### src/core/ocm_defines.vh
/*
 constants for the override compensation mapper: register offsets, reset values,
 limits and record identifier ranges.
 assumes inclusion by bare name from the design files; definitions only.
*/
//////////////////////////////////////////////////////////////////////////////
// Operation
// - apply panel spindle override first, then scale by the module factor.
// - clamp scaled override at its limit; active flag on while scaling applies.
// - factor used only with cycle start, link active and value supplied; else 100%.
// - factor below 0% is replaced by the 100% default, not clamped.
// - factor above 200% is clamped to 200%.
// - machine error units are always 1/20000 mm, inch or metric alike.
// - machine error value stays applied during controller reset and emergency stop.
// - both machine error flags on while the module value is applied.
// - machine error applied when link active and value supplied; else 0 mm.
// - 8-byte record split into four 2-byte words, four consecutive word registers.
// - word registers update only with link active and record supplied; else hold.
// - controller start clears every arbitrary data word register to zero.
// - ids 0x2300-0x230F then 0x2400-0x2403 map to successive groups of four.
// - at most 20 identifiers, 160 bytes of arbitrary data in total.
//////////////////////////////////////////////////////////////////////////////
`ifndef OCM_DEFINES_VH
`define OCM_DEFINES_VH

`define OCM_OFF_IRQ_STAT 12'h000
`define OCM_OFF_IRQ_MASK 12'h004
`define OCM_OFF_STATUS 12'h008
`define OCM_OFF_SP_OVR 12'h00C
`define OCM_OFF_MEC_APPLIED 12'h010
`define OCM_OFF_SP_LIMIT 12'h014
`define OCM_OFF_LAST_ID 12'h018
`define OCM_OFF_ARB_BASE 12'h100

`define OCM_IRQ_W 4
`define OCM_IRQ_STORED 0
`define OCM_IRQ_IGNORED 1
`define OCM_IRQ_SPF_FIX 2
`define OCM_IRQ_MEC_CLAMP 3

`define OCM_ST_SP_FLAG 0
`define OCM_ST_MEC_A 1
`define OCM_ST_MEC_B 2
`define OCM_ST_LINK 3

`define OCM_SP_LIMIT_RST 16'h00C8
`define OCM_SPF_DEFAULT 16'h0064
`define OCM_SPF_MAX 16'h00C8
`define OCM_PCT_FULL 16'h0064
`define OCM_MEC_DEFAULT 32'h00000000
`define OCM_MEC_ONE_MM 32'h00004E20

`define OCM_ID_A_FIRST 16'h2300
`define OCM_ID_A_LAST 16'h230F
`define OCM_ID_B_FIRST 16'h2400
`define OCM_ID_B_LAST 16'h2403
`define OCM_ID_A_COUNT 5'h10

`endif

### src/core/ocm_top.v
/*
 override compensation mapper: spindle override scaling, machine error
 compensation and arbitrary data mapping, with an apb register slave.
 assumes all inputs synchronous to pclk; link qualifiers come from the
 optical link receiver, panel and speed values from the controller.
*/
`timescale 1ns/1ps
`include "ocm_defines.vh"

module ocm_top #(
	parameter NUM_IDS = 20,
	parameter IDX_W = 7
) (
	input wire pclk,
	input wire presetn,
	input wire psel,
	input wire penable,
	input wire pwrite,
	input wire [11:0] paddr,
	input wire [31:0] pwdata,
	output wire pready,
	output reg [31:0] prdata,
	output reg pslverr,
	input wire link_active,
	input wire cycle_start,
	input wire ctrl_reset,
	input wire emergency_stop,
	input wire ctrl_start,
	input wire [15:0] panel_spindle_ovr,
	input wire [31:0] auto_spindle_speed,
	input wire spindle_factor_valid,
	input wire [15:0] spindle_factor,
	input wire mec_valid,
	input wire [31:0] mec_value,
	input wire [31:0] mec_existing,
	input wire rec_valid,
	input wire [15:0] rec_id,
	input wire [63:0] rec_data,
	output reg [31:0] spindle_speed_out,
	output reg [15:0] spindle_ovr_out,
	output reg spindle_comp_active_flag,
	output reg [31:0] mec_total_out,
	output reg machine_err_comp_flag_a,
	output reg machine_err_comp_flag_b,
	output wire irq
);

	//////////////////////////////////////////////////////////////////////////////
	// percent scaling, saturating at full width
	function [31:0] pct_scale;
		input [31:0] val;
		input [15:0] pct;
		reg [47:0] prod;
		reg [47:0] quot;
		begin
			prod = {16'h0000, val} * {32'h00000000, pct};
			quot = prod / {32'h00000000, `OCM_PCT_FULL};
			if (quot[47:32] != 16'h0000) begin
				pct_scale = 32'hFFFFFFFF;
			end else begin
				pct_scale = quot[31:0];
			end
		end
	endfunction

	//////////////////////////////////////////////////////////////////////////////
	// spindle factor selection
	reg [15:0] sp_limit_r;
	reg [15:0] spf_eff;
	reg spf_fixed;
	wire spf_use = cycle_start && link_active && spindle_factor_valid;

	always @* begin
		spf_eff = `OCM_SPF_DEFAULT;
		spf_fixed = 1'b0;
		if (spf_use) begin
			if (spindle_factor[15]) begin
				spf_eff = `OCM_SPF_DEFAULT;
				spf_fixed = 1'b1;
			end else if (spindle_factor > `OCM_SPF_MAX) begin
				spf_eff = `OCM_SPF_MAX;
				spf_fixed = 1'b1;
			end else begin
				spf_eff = spindle_factor;
			end
		end
	end

	// panel override first, factor second
	wire [31:0] ovr_scaled = pct_scale({16'h0000, panel_spindle_ovr}, spf_eff);
	wire [15:0] ovr_clamped = (ovr_scaled > {16'h0000, sp_limit_r}) ? sp_limit_r :
		ovr_scaled[15:0];

	//////////////////////////////////////////////////////////////////////////////
	// machine error, 1/20000 mm steps with no inch conversion
	// controller reset and emergency stop deliberately do not gate this path
	wire mec_use = link_active && mec_valid;
	wire signed [31:0] mec_in = mec_value;
	wire signed [31:0] mec_pos = `OCM_MEC_ONE_MM;
	wire signed [31:0] mec_neg = -mec_pos;
	reg [31:0] mec_eff;
	reg mec_clamped;

	always @* begin
		mec_eff = `OCM_MEC_DEFAULT;
		mec_clamped = 1'b0;
		if (mec_use) begin
			if (mec_in > mec_pos) begin
				mec_eff = mec_pos;
				mec_clamped = 1'b1;
			end else if (mec_in < mec_neg) begin
				mec_eff = mec_neg;
				mec_clamped = 1'b1;
			end else begin
				mec_eff = mec_value;
			end
		end
	end

	//////////////////////////////////////////////////////////////////////////////
	// compensation outputs
	reg [31:0] mec_applied_r;

	always @(posedge pclk or negedge presetn) begin
		if (!presetn) begin
			spindle_ovr_out <= 16'h0000;
			spindle_speed_out <= 32'h00000000;
			spindle_comp_active_flag <= 1'b0;
		end else begin
			spindle_ovr_out <= ovr_clamped;
			spindle_speed_out <= pct_scale(auto_spindle_speed, ovr_clamped);
			spindle_comp_active_flag <= spf_use;
		end
	end

	// applied value kept apart so a read is not skewed by a moving existing value
	always @(posedge pclk or negedge presetn) begin
		if (!presetn) begin
			mec_total_out <= 32'h00000000;
			mec_applied_r <= 32'h00000000;
			machine_err_comp_flag_a <= 1'b0;
			machine_err_comp_flag_b <= 1'b0;
		end else begin
			mec_total_out <= mec_existing + mec_eff;
			mec_applied_r <= mec_eff;
			machine_err_comp_flag_a <= mec_use;
			machine_err_comp_flag_b <= mec_use;
		end
	end

	//////////////////////////////////////////////////////////////////////////////
	// arbitrary data store
	wire rec_take = rec_valid && link_active;
	wire rec_id_ok;
	wire [15:0] arb_word;
	wire [11:0] arb_off = paddr - `OCM_OFF_ARB_BASE;
	wire [IDX_W-1:0] arb_idx = arb_off[IDX_W+1:2];
	reg [15:0] last_id_r;

	ocm_arb_store #(
		.NUM_IDS(NUM_IDS),
		.IDX_W(IDX_W)
	) u_store (
		.pclk(pclk),
		.presetn(presetn),
		.clear(ctrl_start),
		.wr_en(rec_take),
		.wr_id(rec_id),
		.wr_data(rec_data),
		.rd_idx(arb_idx),
		.rd_word(arb_word),
		.id_ok(rec_id_ok)
	);

	always @(posedge pclk or negedge presetn) begin
		if (!presetn) begin
			last_id_r <= 16'h0000;
		end else if (rec_take && rec_id_ok) begin
			last_id_r <= rec_id;
		end
	end

	//////////////////////////////////////////////////////////////////////////////
	// interrupt events; factor fix and error clamp edge detected so a standing condition fires once, record events level
	reg spf_fixed_d_r;
	reg mec_clamped_d_r;
	reg [`OCM_IRQ_W-1:0] irq_stat_r;
	reg [`OCM_IRQ_W-1:0] irq_stat_nxt;
	reg [`OCM_IRQ_W-1:0] irq_mask_r;
	reg [`OCM_IRQ_W-1:0] irq_evt;

	always @* begin
		irq_evt = {`OCM_IRQ_W{1'b0}};
		irq_evt[`OCM_IRQ_STORED] = rec_take && rec_id_ok;
		irq_evt[`OCM_IRQ_IGNORED] = rec_take && !rec_id_ok;
		irq_evt[`OCM_IRQ_SPF_FIX] = spf_fixed && !spf_fixed_d_r;
		irq_evt[`OCM_IRQ_MEC_CLAMP] = mec_clamped && !mec_clamped_d_r;
	end

	//////////////////////////////////////////////////////////////////////////////
	// apb slave, zero wait states
	// map helpers shared by the write strobes and the error decode
	function reg_known;
		input [11:0] addr;
		begin
			case (addr)
				`OCM_OFF_IRQ_STAT, `OCM_OFF_IRQ_MASK, `OCM_OFF_STATUS,
				`OCM_OFF_SP_OVR, `OCM_OFF_MEC_APPLIED, `OCM_OFF_SP_LIMIT,
				`OCM_OFF_LAST_ID: begin
					reg_known = 1'b1;
				end
				default: begin
					reg_known = 1'b0;
				end
			endcase
		end
	endfunction

	function reg_writable;
		input [11:0] addr;
		begin
			case (addr)
				`OCM_OFF_IRQ_STAT, `OCM_OFF_IRQ_MASK, `OCM_OFF_SP_LIMIT: begin
					reg_writable = 1'b1;
				end
				default: begin
					reg_writable = 1'b0;
				end
			endcase
		end
	endfunction

	wire apb_setup = psel && !penable;
	// only writable words commit; a refused write leaves every register alone
	wire apb_wr = psel && penable && pwrite && reg_writable(paddr);
	wire wr_irq_stat = apb_wr && (paddr == `OCM_OFF_IRQ_STAT);
	wire wr_irq_mask = apb_wr && (paddr == `OCM_OFF_IRQ_MASK);
	wire wr_sp_limit = apb_wr && (paddr == `OCM_OFF_SP_LIMIT);
	wire arb_hit = (paddr >= `OCM_OFF_ARB_BASE) &&
		(paddr < `OCM_OFF_ARB_BASE + NUM_IDS * 16) && (paddr[1:0] == 2'b00);
	reg [31:0] prdata_nxt;
	reg pslverr_nxt;

	assign pready = 1'b1;
	assign irq = |(irq_stat_r & irq_mask_r);

	always @* begin
		// set wins over a write-one clear in the same cycle
		irq_stat_nxt = irq_stat_r;
		if (wr_irq_stat) begin
			irq_stat_nxt = irq_stat_r & ~pwdata[`OCM_IRQ_W-1:0];
		end
		irq_stat_nxt = irq_stat_nxt | irq_evt;
	end

	always @(posedge pclk or negedge presetn) begin
		if (!presetn) begin
			irq_stat_r <= {`OCM_IRQ_W{1'b0}};
			spf_fixed_d_r <= 1'b0;
			mec_clamped_d_r <= 1'b0;
		end else begin
			irq_stat_r <= irq_stat_nxt;
			spf_fixed_d_r <= spf_fixed;
			mec_clamped_d_r <= mec_clamped;
		end
	end

	always @(posedge pclk or negedge presetn) begin
		if (!presetn) begin
			irq_mask_r <= {`OCM_IRQ_W{1'b0}};
		end else if (wr_irq_mask) begin
			irq_mask_r <= pwdata[`OCM_IRQ_W-1:0];
		end
	end

	always @(posedge pclk or negedge presetn) begin
		if (!presetn) begin
			sp_limit_r <= `OCM_SP_LIMIT_RST;
		end else if (wr_sp_limit) begin
			sp_limit_r <= pwdata[15:0];
		end
	end

	// read data and error decoded from the setup address
	always @* begin
		prdata_nxt = 32'h00000000;
		pslverr_nxt = 1'b0;
		if (arb_hit) begin
			prdata_nxt = {16'h0000, arb_word};
			pslverr_nxt = pwrite;
		end else if (!reg_known(paddr)) begin
			pslverr_nxt = 1'b1;
		end else begin
			pslverr_nxt = pwrite && !reg_writable(paddr);
			case (paddr)
				`OCM_OFF_IRQ_STAT: begin
					prdata_nxt = {28'h0000000, irq_stat_r};
				end
				`OCM_OFF_IRQ_MASK: begin
					prdata_nxt = {28'h0000000, irq_mask_r};
				end
				`OCM_OFF_STATUS: begin
					prdata_nxt = {28'h0000000, link_active, machine_err_comp_flag_b,
						machine_err_comp_flag_a, spindle_comp_active_flag};
				end
				`OCM_OFF_SP_OVR: begin
					prdata_nxt = {16'h0000, spindle_ovr_out};
				end
				`OCM_OFF_MEC_APPLIED: begin
					prdata_nxt = mec_applied_r;
				end
				`OCM_OFF_SP_LIMIT: begin
					prdata_nxt = {16'h0000, sp_limit_r};
				end
				`OCM_OFF_LAST_ID: begin
					prdata_nxt = {16'h0000, last_id_r};
				end
				default: begin
					prdata_nxt = 32'h00000000;
				end
			endcase
		end
	end

	// latched in setup and held through access, so the access edge sees one value
	always @(posedge pclk or negedge presetn) begin
		if (!presetn) begin
			prdata <= 32'h00000000;
			pslverr <= 1'b0;
		end else if (apb_setup) begin
			prdata <= prdata_nxt;
			pslverr <= pslverr_nxt;
		end
	end

endmodule

### src/core/ocm_arb_store.v
/*
 arbitrary data word store: twenty records of four 16-bit word registers,
 written whole by identifier, read one word at a time.
 assumes the caller has already qualified the write with link activity.
*/
`timescale 1ns/1ps
`include "ocm_defines.vh"

module ocm_arb_store #(
	parameter NUM_IDS = 20,
	parameter IDX_W = 7
) (
	input wire pclk,
	input wire presetn,
	input wire clear,
	input wire wr_en,
	input wire [15:0] wr_id,
	input wire [63:0] wr_data,
	input wire [IDX_W-1:0] rd_idx,
	output wire [15:0] rd_word,
	output wire id_ok
);

	reg [15:0] words_r [0:NUM_IDS*4-1];
	integer i;

	//////////////////////////////////////////////////////////////////////////////
	function [5:0] id_group;
		input [15:0] id;
		begin
			if (id >= `OCM_ID_A_FIRST && id <= `OCM_ID_A_LAST) begin
				id_group = {2'b00, id[3:0]};
			end else if (id >= `OCM_ID_B_FIRST && id <= `OCM_ID_B_LAST) begin
				id_group = {1'b0, `OCM_ID_A_COUNT} + {4'h0, id[1:0]};
			end else begin
				id_group = 6'h3F;
			end
		end
	endfunction

	wire [5:0] grp = id_group(wr_id);
	assign id_ok = (grp < NUM_IDS);
	wire [IDX_W-1:0] base = {grp[IDX_W-3:0], 2'b00};

	assign rd_word = (rd_idx < NUM_IDS * 4) ? words_r[rd_idx] : 16'h0000;

	//////////////////////////////////////////////////////////////////////////////
	always @(posedge pclk or negedge presetn) begin
		if (!presetn) begin
			for (i = 0; i < NUM_IDS * 4; i = i + 1) begin
				words_r[i] <= 16'h0000;
			end
		end else if (clear) begin
			for (i = 0; i < NUM_IDS * 4; i = i + 1) begin
				words_r[i] <= 16'h0000;
			end
		end else if (wr_en && id_ok) begin
			// byte 1 lands high in word 0, byte 8 low in word 3
			words_r[base] <= wr_data[63:48];
			words_r[base | 7'h01] <= wr_data[47:32];
			words_r[base | 7'h02] <= wr_data[31:16];
			words_r[base | 7'h03] <= wr_data[15:0];
		end
	end

endmodule

### config.mk
export PLATFORM = sky130hd
export DESIGN_NAME = ocm_top
export DESIGN_NICKNAME = d
export VERILOG_FILES = /design/src/core/ocm_top.v /design/src/core/ocm_arb_store.v
export VERILOG_INCLUDE_DIRS = /design/src /design/src/core
export SDC_FILE = /design/constraint.sdc
export NUM_CORES = 2
export LEC_CHECK = 0
export BUFFER_PORTS_ARGS = -buffer_cell sky130_fd_sc_hd__buf_4
export CORE_UTILIZATION = 50
export DETAILED_ROUTE_END_ITERATION = 10
export PLACE_DENSITY = 0.67
export SLEW_MARGIN = 20
export SYNTH_ARGS = -nofsm -noshare
export SYNTH_HDL_FRONTEND = slang
export SYNTH_SLANG_ARGS = --single-unit
### constraint.sdc
create_clock -name pclk -period 82.8 [get_ports pclk]
set_clock_uncertainty 0.1 [all_clocks]
set_input_delay 16.56 -clock pclk [delete_from_list [all_inputs] [get_ports pclk]]
set_output_delay 16.56 -clock pclk [all_outputs]
set_load 0.02 [all_outputs]
# After elaboration in Yosys (flattened, before gate mapping)
# Index checks and enable logic that the tools add are counted.
# op_classes
n_addsub	3
n_mul	2
n_div	2
magnitude_cmp	21
eq_ne	6
shifts	0
mux	46
bitwise_logic	9
n_reduce_logical	37
# ops
op	count
$bwmux W1280	4
$mux W1280	2
$demux W16 S7	4
$mux W32	7
$pmux W32 S7	1
$mux W16	10
$bmux W16 S7	1
$div A32 B7 Y48 const B	1
$div A48 B7 Y48 const B	1
$mul A32 B16 Y48	1
$ge A8 B8 Y1 const B	5
$not A7 Y8	5
$eq A12 B5 Y1 const B	3
$add A32 B32 Y32	1
$ge A16 B14 Y1 const B	2
$gt A32 B16 Y1	1
$gt A32 B16 Y1 const B	1
$le A16 B14 Y1 const B	2
$lt A32 B16 Y1 const B	1
$lt A8 B1 Y1 const B	4
$mul A16 B16 Y32	1
$reduce_bool A16 Y1	2
$eq A12 B4 Y1 const B	2
$logic_and A1 B1 Y1	24
22 further kinds	40
# totals
register_bits	1469
latch_bits	0
ram_bits	0
romBits	0
input_bits	265
output_inout_bits	118
word_cells	220
n_memories	0

# Logic depth before layout (Yosys ltp)
# depth
word_depth	15
depth_mapped	280
ltp_nobuf	247

# By module
# A second synthesis with hierarchy kept.
# unflattened
hier_cells	12330
area_unflattened_um2	109085.9
# by_module_without_submodules
mod	n_inst	cells_per_inst	area_each_um2	seq_area_each_um2
ocm_arb_store	1	6588	61416.4	32030.7
ocm_top	1	5742	47669.5	4733.3

# Worst setup path after synthesis
# Ideal clock, no wire load.
# synth_path
path_type	input port to flip-flop
start	input link_active
end	register spindle_speed_out[0]
setup_time_ps	87
arrival_time_ps	73617
setup_slack_ps	8996
path_stages	247
path_buffers	19
path_cell_list	clkbuf_1 -> nand3_1 -> or2_2 -> nor3_1 -> clkbuf_1 -> nor2b_1 -> fa_1 -> inv_1 -> fa_1 -> inv_1 -> ha_1 -> fa_1 -> fa_1 -> inv_1 -> fa_1 -> inv_1 -> ha_1 -> a21boi_0 -> [211 not listed] -> mux2i_1 -> inv_1 -> or3_1 -> a211oi_2 -> o21a_2 -> nor2_1 -> a2111o_1 -> a41oi_2 -> o211a_1 -> buf_4 -> mux2_1 -> a221o_1 -> o221a_2 -> a41oi_1 -> a31oi_1 -> o211ai_1 -> o21ai_0 -> a22oi_1
# synth_between
elab_chain_len	13
# synth_rtl
element	line_no	rtl
from (decl)	ocm_top.v:24	input wire link_active,
$logic_and A1 B1 Y1 (*) (2 in a row)	ocm_top.v:71	wire spf_use = cycle_start && link_active && spindle_factor_valid;
$mux W16 (*)	ocm_top.v:76	if (spf_use) begin
$mul A16 B16 Y32 (*)	ocm_top.v:56	prod = {16'h0000, val} * {32'h00000000, pct};
$div A32 B7 Y48 (*)	ocm_top.v:57	quot = prod / {32'h00000000, `OCM_PCT_FULL};
$reduce_bool A16 Y1	ocm_top.v:58	if (quot[47:32] != 16'h0000) begin
$mux W32 (*)	ocm_top.v:58	
$gt A32 B16 Y1	ocm_top.v:91	wire [15:0] ovr_clamped = (ovr_scaled > {16'h0000, sp_limit_r}) ? sp_limit_r :
$mux W16 (*)	ocm_top.v:91	
$mul A32 B16 Y48 (*)	ocm_top.v:56	
$div A48 B7 Y48 (*)	ocm_top.v:57	
$reduce_bool A16 Y1	ocm_top.v:58	
$mux W32 (*)	ocm_top.v:58	
to (signal assigned)	ocm_top.v:131	spindle_speed_out <= pct_scale(auto_spindle_speed, ovr_clamped);
to (decl)	ocm_top.v:39	output reg [31:0] spindle_speed_out,
# Every way passes the cells marked *; elsewhere a longest branch is shown, timed or not.
# A chain may end at the register's enable or synchronous reset.

# Worst setup path after layout
# layout_path
start	input spindle_factor[10]
end	register spindle_speed_out[0]
# layout_between
elab_chain_len	14
# layout_rtl
element	line_no	rtl
from (decl)	ocm_top.v:32	input wire [15:0] spindle_factor,
$gt A16 B8 Y1 (no line)	n/a	
$mux W15 (*)	ocm_top.v:80	end else if (spindle_factor > `OCM_SPF_MAX) begin
$mux W16 (*)	ocm_top.v:77	if (spindle_factor[15]) begin
$mux W16 (*)	ocm_top.v:76	
$mul A16 B16 Y32 (*)	ocm_top.v:56	
$div A32 B7 Y48 (*)	ocm_top.v:57	
$reduce_bool A16 Y1	ocm_top.v:58	
$mux W32 (*)	ocm_top.v:58	
$gt A32 B16 Y1	ocm_top.v:91	
$mux W16 (*)	ocm_top.v:91	
$mul A32 B16 Y48 (*)	ocm_top.v:56	
$div A48 B7 Y48 (*)	ocm_top.v:57	
$reduce_bool A16 Y1	ocm_top.v:58	
$mux W32 (*)	ocm_top.v:58	
# Marked as above.

==> metrics <==
outcome finished, final reports clean; clock-pin slew on the worst setup and hold paths ~0.06 ns; GRT overflow 0; die extent in y 465.5 um; layout cells sized above 1 0.1492; synthesized area per cell between 9 and 10 um^2; Max Cap Viol 0; distinct cell type count after synthesis approximately 160; Slew headroom 0.07025; largest family of logic cells by synthesized area simple AND/OR/NAND/NOR gates; top cells by area, synth dfrtp_1 34%, nand2_1 11%, fa_1 11%, mux4_2 8.7%, a21oi_1 7.2%; Seq/Total Area, Yosys 0.3422; ys flop type dfrtp_1; worst min path class flop to flop; Synth async-reset ratio 1.000; wire per inst 22.30 um; gpl congestion about 0.91; hpwl dp about 220000 um; Chip Width around 470 um; initial antenna violation count between 40 and 50; Syn Std Cell Area roughly 110000 um^2; P&R area growth vs syn 11.96%; post-synth top area cell dfrtp_1; post-synthesis mux area share 0.09700; #FFs+latches synth around 1500; DR vias roughly 91000; CTS Buf Count between 150 and 200; Arrival @ worst endpoint 79.74 ns; crit-path leading delay family compound AO/OA/AOI/OAI gates; remaining antenna violation count after routing 0; Gate Count Post-Synth 11930; final worst path period need about 79 ns; Crit path largest cell delay 1.15 ns; drt first pass iters 6; row cnt roughly 170; DRT Wirelength about 340000 um; # IOs 383; fmax around 13 MHz; Yosys top cell area share 0.3415; CP Buf/Inv Count 24; layout net count between 10000 and 15000; Synth Area in Simple Gates 0.1803; post-synthesis compound-gate area fraction 0.1544; core area roughly 210000 um^2; clock root buffer clkbuf_16; post-route cell area approximately 120000 um^2; IO Port Bufs around 360; Initial Util 0.5050; Clock Latency Late Sink roughly 0.85 ns; via density per instance ~6.0; Total Routing Usage GR 0.3105; 1st-iter DRT viols 9536; Remaining DRCs 0; EDFF count, synth 0; CP Capture Type flop; Finish-stage setup viols 0; Cell Area, Placed ~110000 um^2; clock sink count between 1000 and 1500; TritonCTS clock tree yes; CP startpoint kind primary input; adder-cell share of the synthesized area 0.1472; CTS Buffer Depth 3; Die ar. 216700 um^2; worst setup path category primary input to flop; htree depth 4; count of final hold-check violations 0; pin count of the biggest net entering global routing approximately 240; worst path required time about 83 ns; period utilisation layout 0.9555; Ys Warns 0; first-pass GRT wire length roughly 530000 um; actual slew at the worst max-slew pin 1.395 ns; CP max FO 30; CP max-delay cell a21oi_2; vias in the first global route approximately 91000; XOR/XNOR Fraction of Synth Area 0.02003; fin. max-slew vios 0
placed cells by master (no fill, tap or decap), types with 43 or more instances in the layout:
master     netlist  final
buf_4           24    778
o31ai_1         53     50
nand2_1       3286   3267
nand3_1         93     93
xnor2_1        163    156
o21ai_0        193    190
inv_1          732    732
nand4_1         51     51
clkbuf_16        0    161
nor3_1         112    104
nand2b_1        47     46
xor2_1          66     65
fa_1           600    600
ha_1           283    283
dfrtp_1       1466   1466
and2_1         266    259
a21o_1          57     57
nor2b_1         76     76
mux2i_1         57     55
a211oi_1        52     46
o21bai_1        43     43
nor2_1         358    341
clkbuf_1       734     49
o211ai_1        51     51
a21oi_1       1538   1527
conb_1           2    114
o21ai_1         55     50
mux4_2         417    417
worst paths after layout:
check | start | end | slack [ns] | cells after the start
worst max-delay path | spindle_factor[10] | spindle_speed_out[0] | 3.69 | 242
worst min-delay path | mec_applied_r[17] | prdata[17] | 0.34 | 1
worst max register to register | sp_limit_r[1] | spindle_speed_out[0] | 45.22 | 138
worst min register to register | mec_applied_r[17] | prdata[17] | 0.34 | 1
max in group asynchronous | presetn | mec_total_out[23] | 62.42 | 6
min in group asynchronous | presetn | u_store.words_r[371] | 15.58 | 1
cell type report:
cell class                 instances  area, um^2
sequential                      1469       36760
inverter                         737        2771
clock inverter                    45       767.0
antenna                           26       65.06
fill                           18730       92460
tap                             2821        3530
timing repair buffer             800        6232
clock buffer                     241        4639
multi-input combinational       8984       65490
kinds of logic after synthesis:
family | Yosys count
XOR/XNOR | 238
multiplexers | 514
flip-flops | 1469
adder cells (fa/ha/maj) | 908
AO/OA/AOI/OAI | 2651
AND/OR/NAND/NOR | 4557
other | 2
buffers and inverters | 1594
state kept, by name (all words and copies together) (netlist names):
| register | cells |
|---|---|
| sp_limit_r | 16 |
| spindle_speed_out | 32 |
| mec_clamped_d_r | 1 |
| spindle_comp_active_flag | 1 |
| u_store.words_r | 1280 |
| irq_stat_r | 4 |
| prdata | 32 |
| mec_applied_r | 32 |
| pslverr | 1 |
| mec_total_out | 32 |
| irq_mask_r | 4 |
| last_id_r | 16 |
| spindle_ovr_out | 16 |
| spf_fixed_d_r | 1 |
| machine_err_comp_flag_b | 1 |
stage by stage:
stage          instances  setup slack, ns  utilization  hold WS, ns  setup TNS, ns
2_1_floorplan      12050            8.996            -       0.3091              0
6_report           15120            3.689       0.5654       0.3448              0
4_1_cts            15070           0.6722       0.5614       0.3446              0
3_3_place_gp       14780            1.126       0.5359       0.3279              0
3_5_place_dp       14780          0.05571       0.5360       0.3354              0
5_1_grt            15120          -0.2090       0.5653       0.3547        -0.2556
per-layer routing:
metal | global-route usage | wire, um | up-vias | part of all wire
li1 | - | - | 40810 | -
met5 | 0 | 187 | - | 0.00055
met1 | 0.4110 | 134500 | 46040 | 0.40
met3 | 0.05357 | 27950 | 732 | 0.083
met2 | 0.5029 | 159700 | 3823 | 0.47
met4 | 0.1346 | 14970 | 30 | 0.044
synthesized netlist by cell type, drive strengths merged (16+ instances only):
cell and number:
a2111oi 24, a211o 25, a211oi 67, a21boi 25, a21o 64, a21oi 1552, a221oi 20, a22o 40
a22oi 16, a311oi 22, a31oi 46, and2 269, and3 40, buf 111, clkbuf 739, dfrtp 1466
fa 600, ha 283, inv 736, maj3 25, mux2 37, mux2i 60, mux4 417, nand2 3286
nand2b 49, nand3 94, nand4 51, nor2 365, nor2b 76, nor3 116, nor4 45, o211ai 58
o21a 44, o21ai 255, o21bai 45, o22ai 31, o311ai 17, o31a 23, o31ai 58, o32ai 18
or2 53, or3 46, or4 17, xnor2 169, xor2 69
worst register-to-register path: cells and delay by family (launching register included):
kind | cells | cell delay, ns
flip-flops | 1 | 0.41
AND/OR/NAND/NOR | 29 | 7.83
XOR/XNOR | 6 | 1.57
buffers and inverters | 14 | 2.01
AO/OA/AOI/OAI | 75 | 20.30
multiplexers | 5 | 1.32
adder cells (fa/ha/maj) | 9 | 3.91
what timing repair did:
item | CTS | global route
endpoints found under the setup margin | 0 | 10
gates resized for setup | 0 | 90
hold buffers | 0 | 0
buffers inserted | 0 | 28
Power is not shown: default switching activity piles up to over one toggle a cycle in this logic, so the estimate is an artifact.
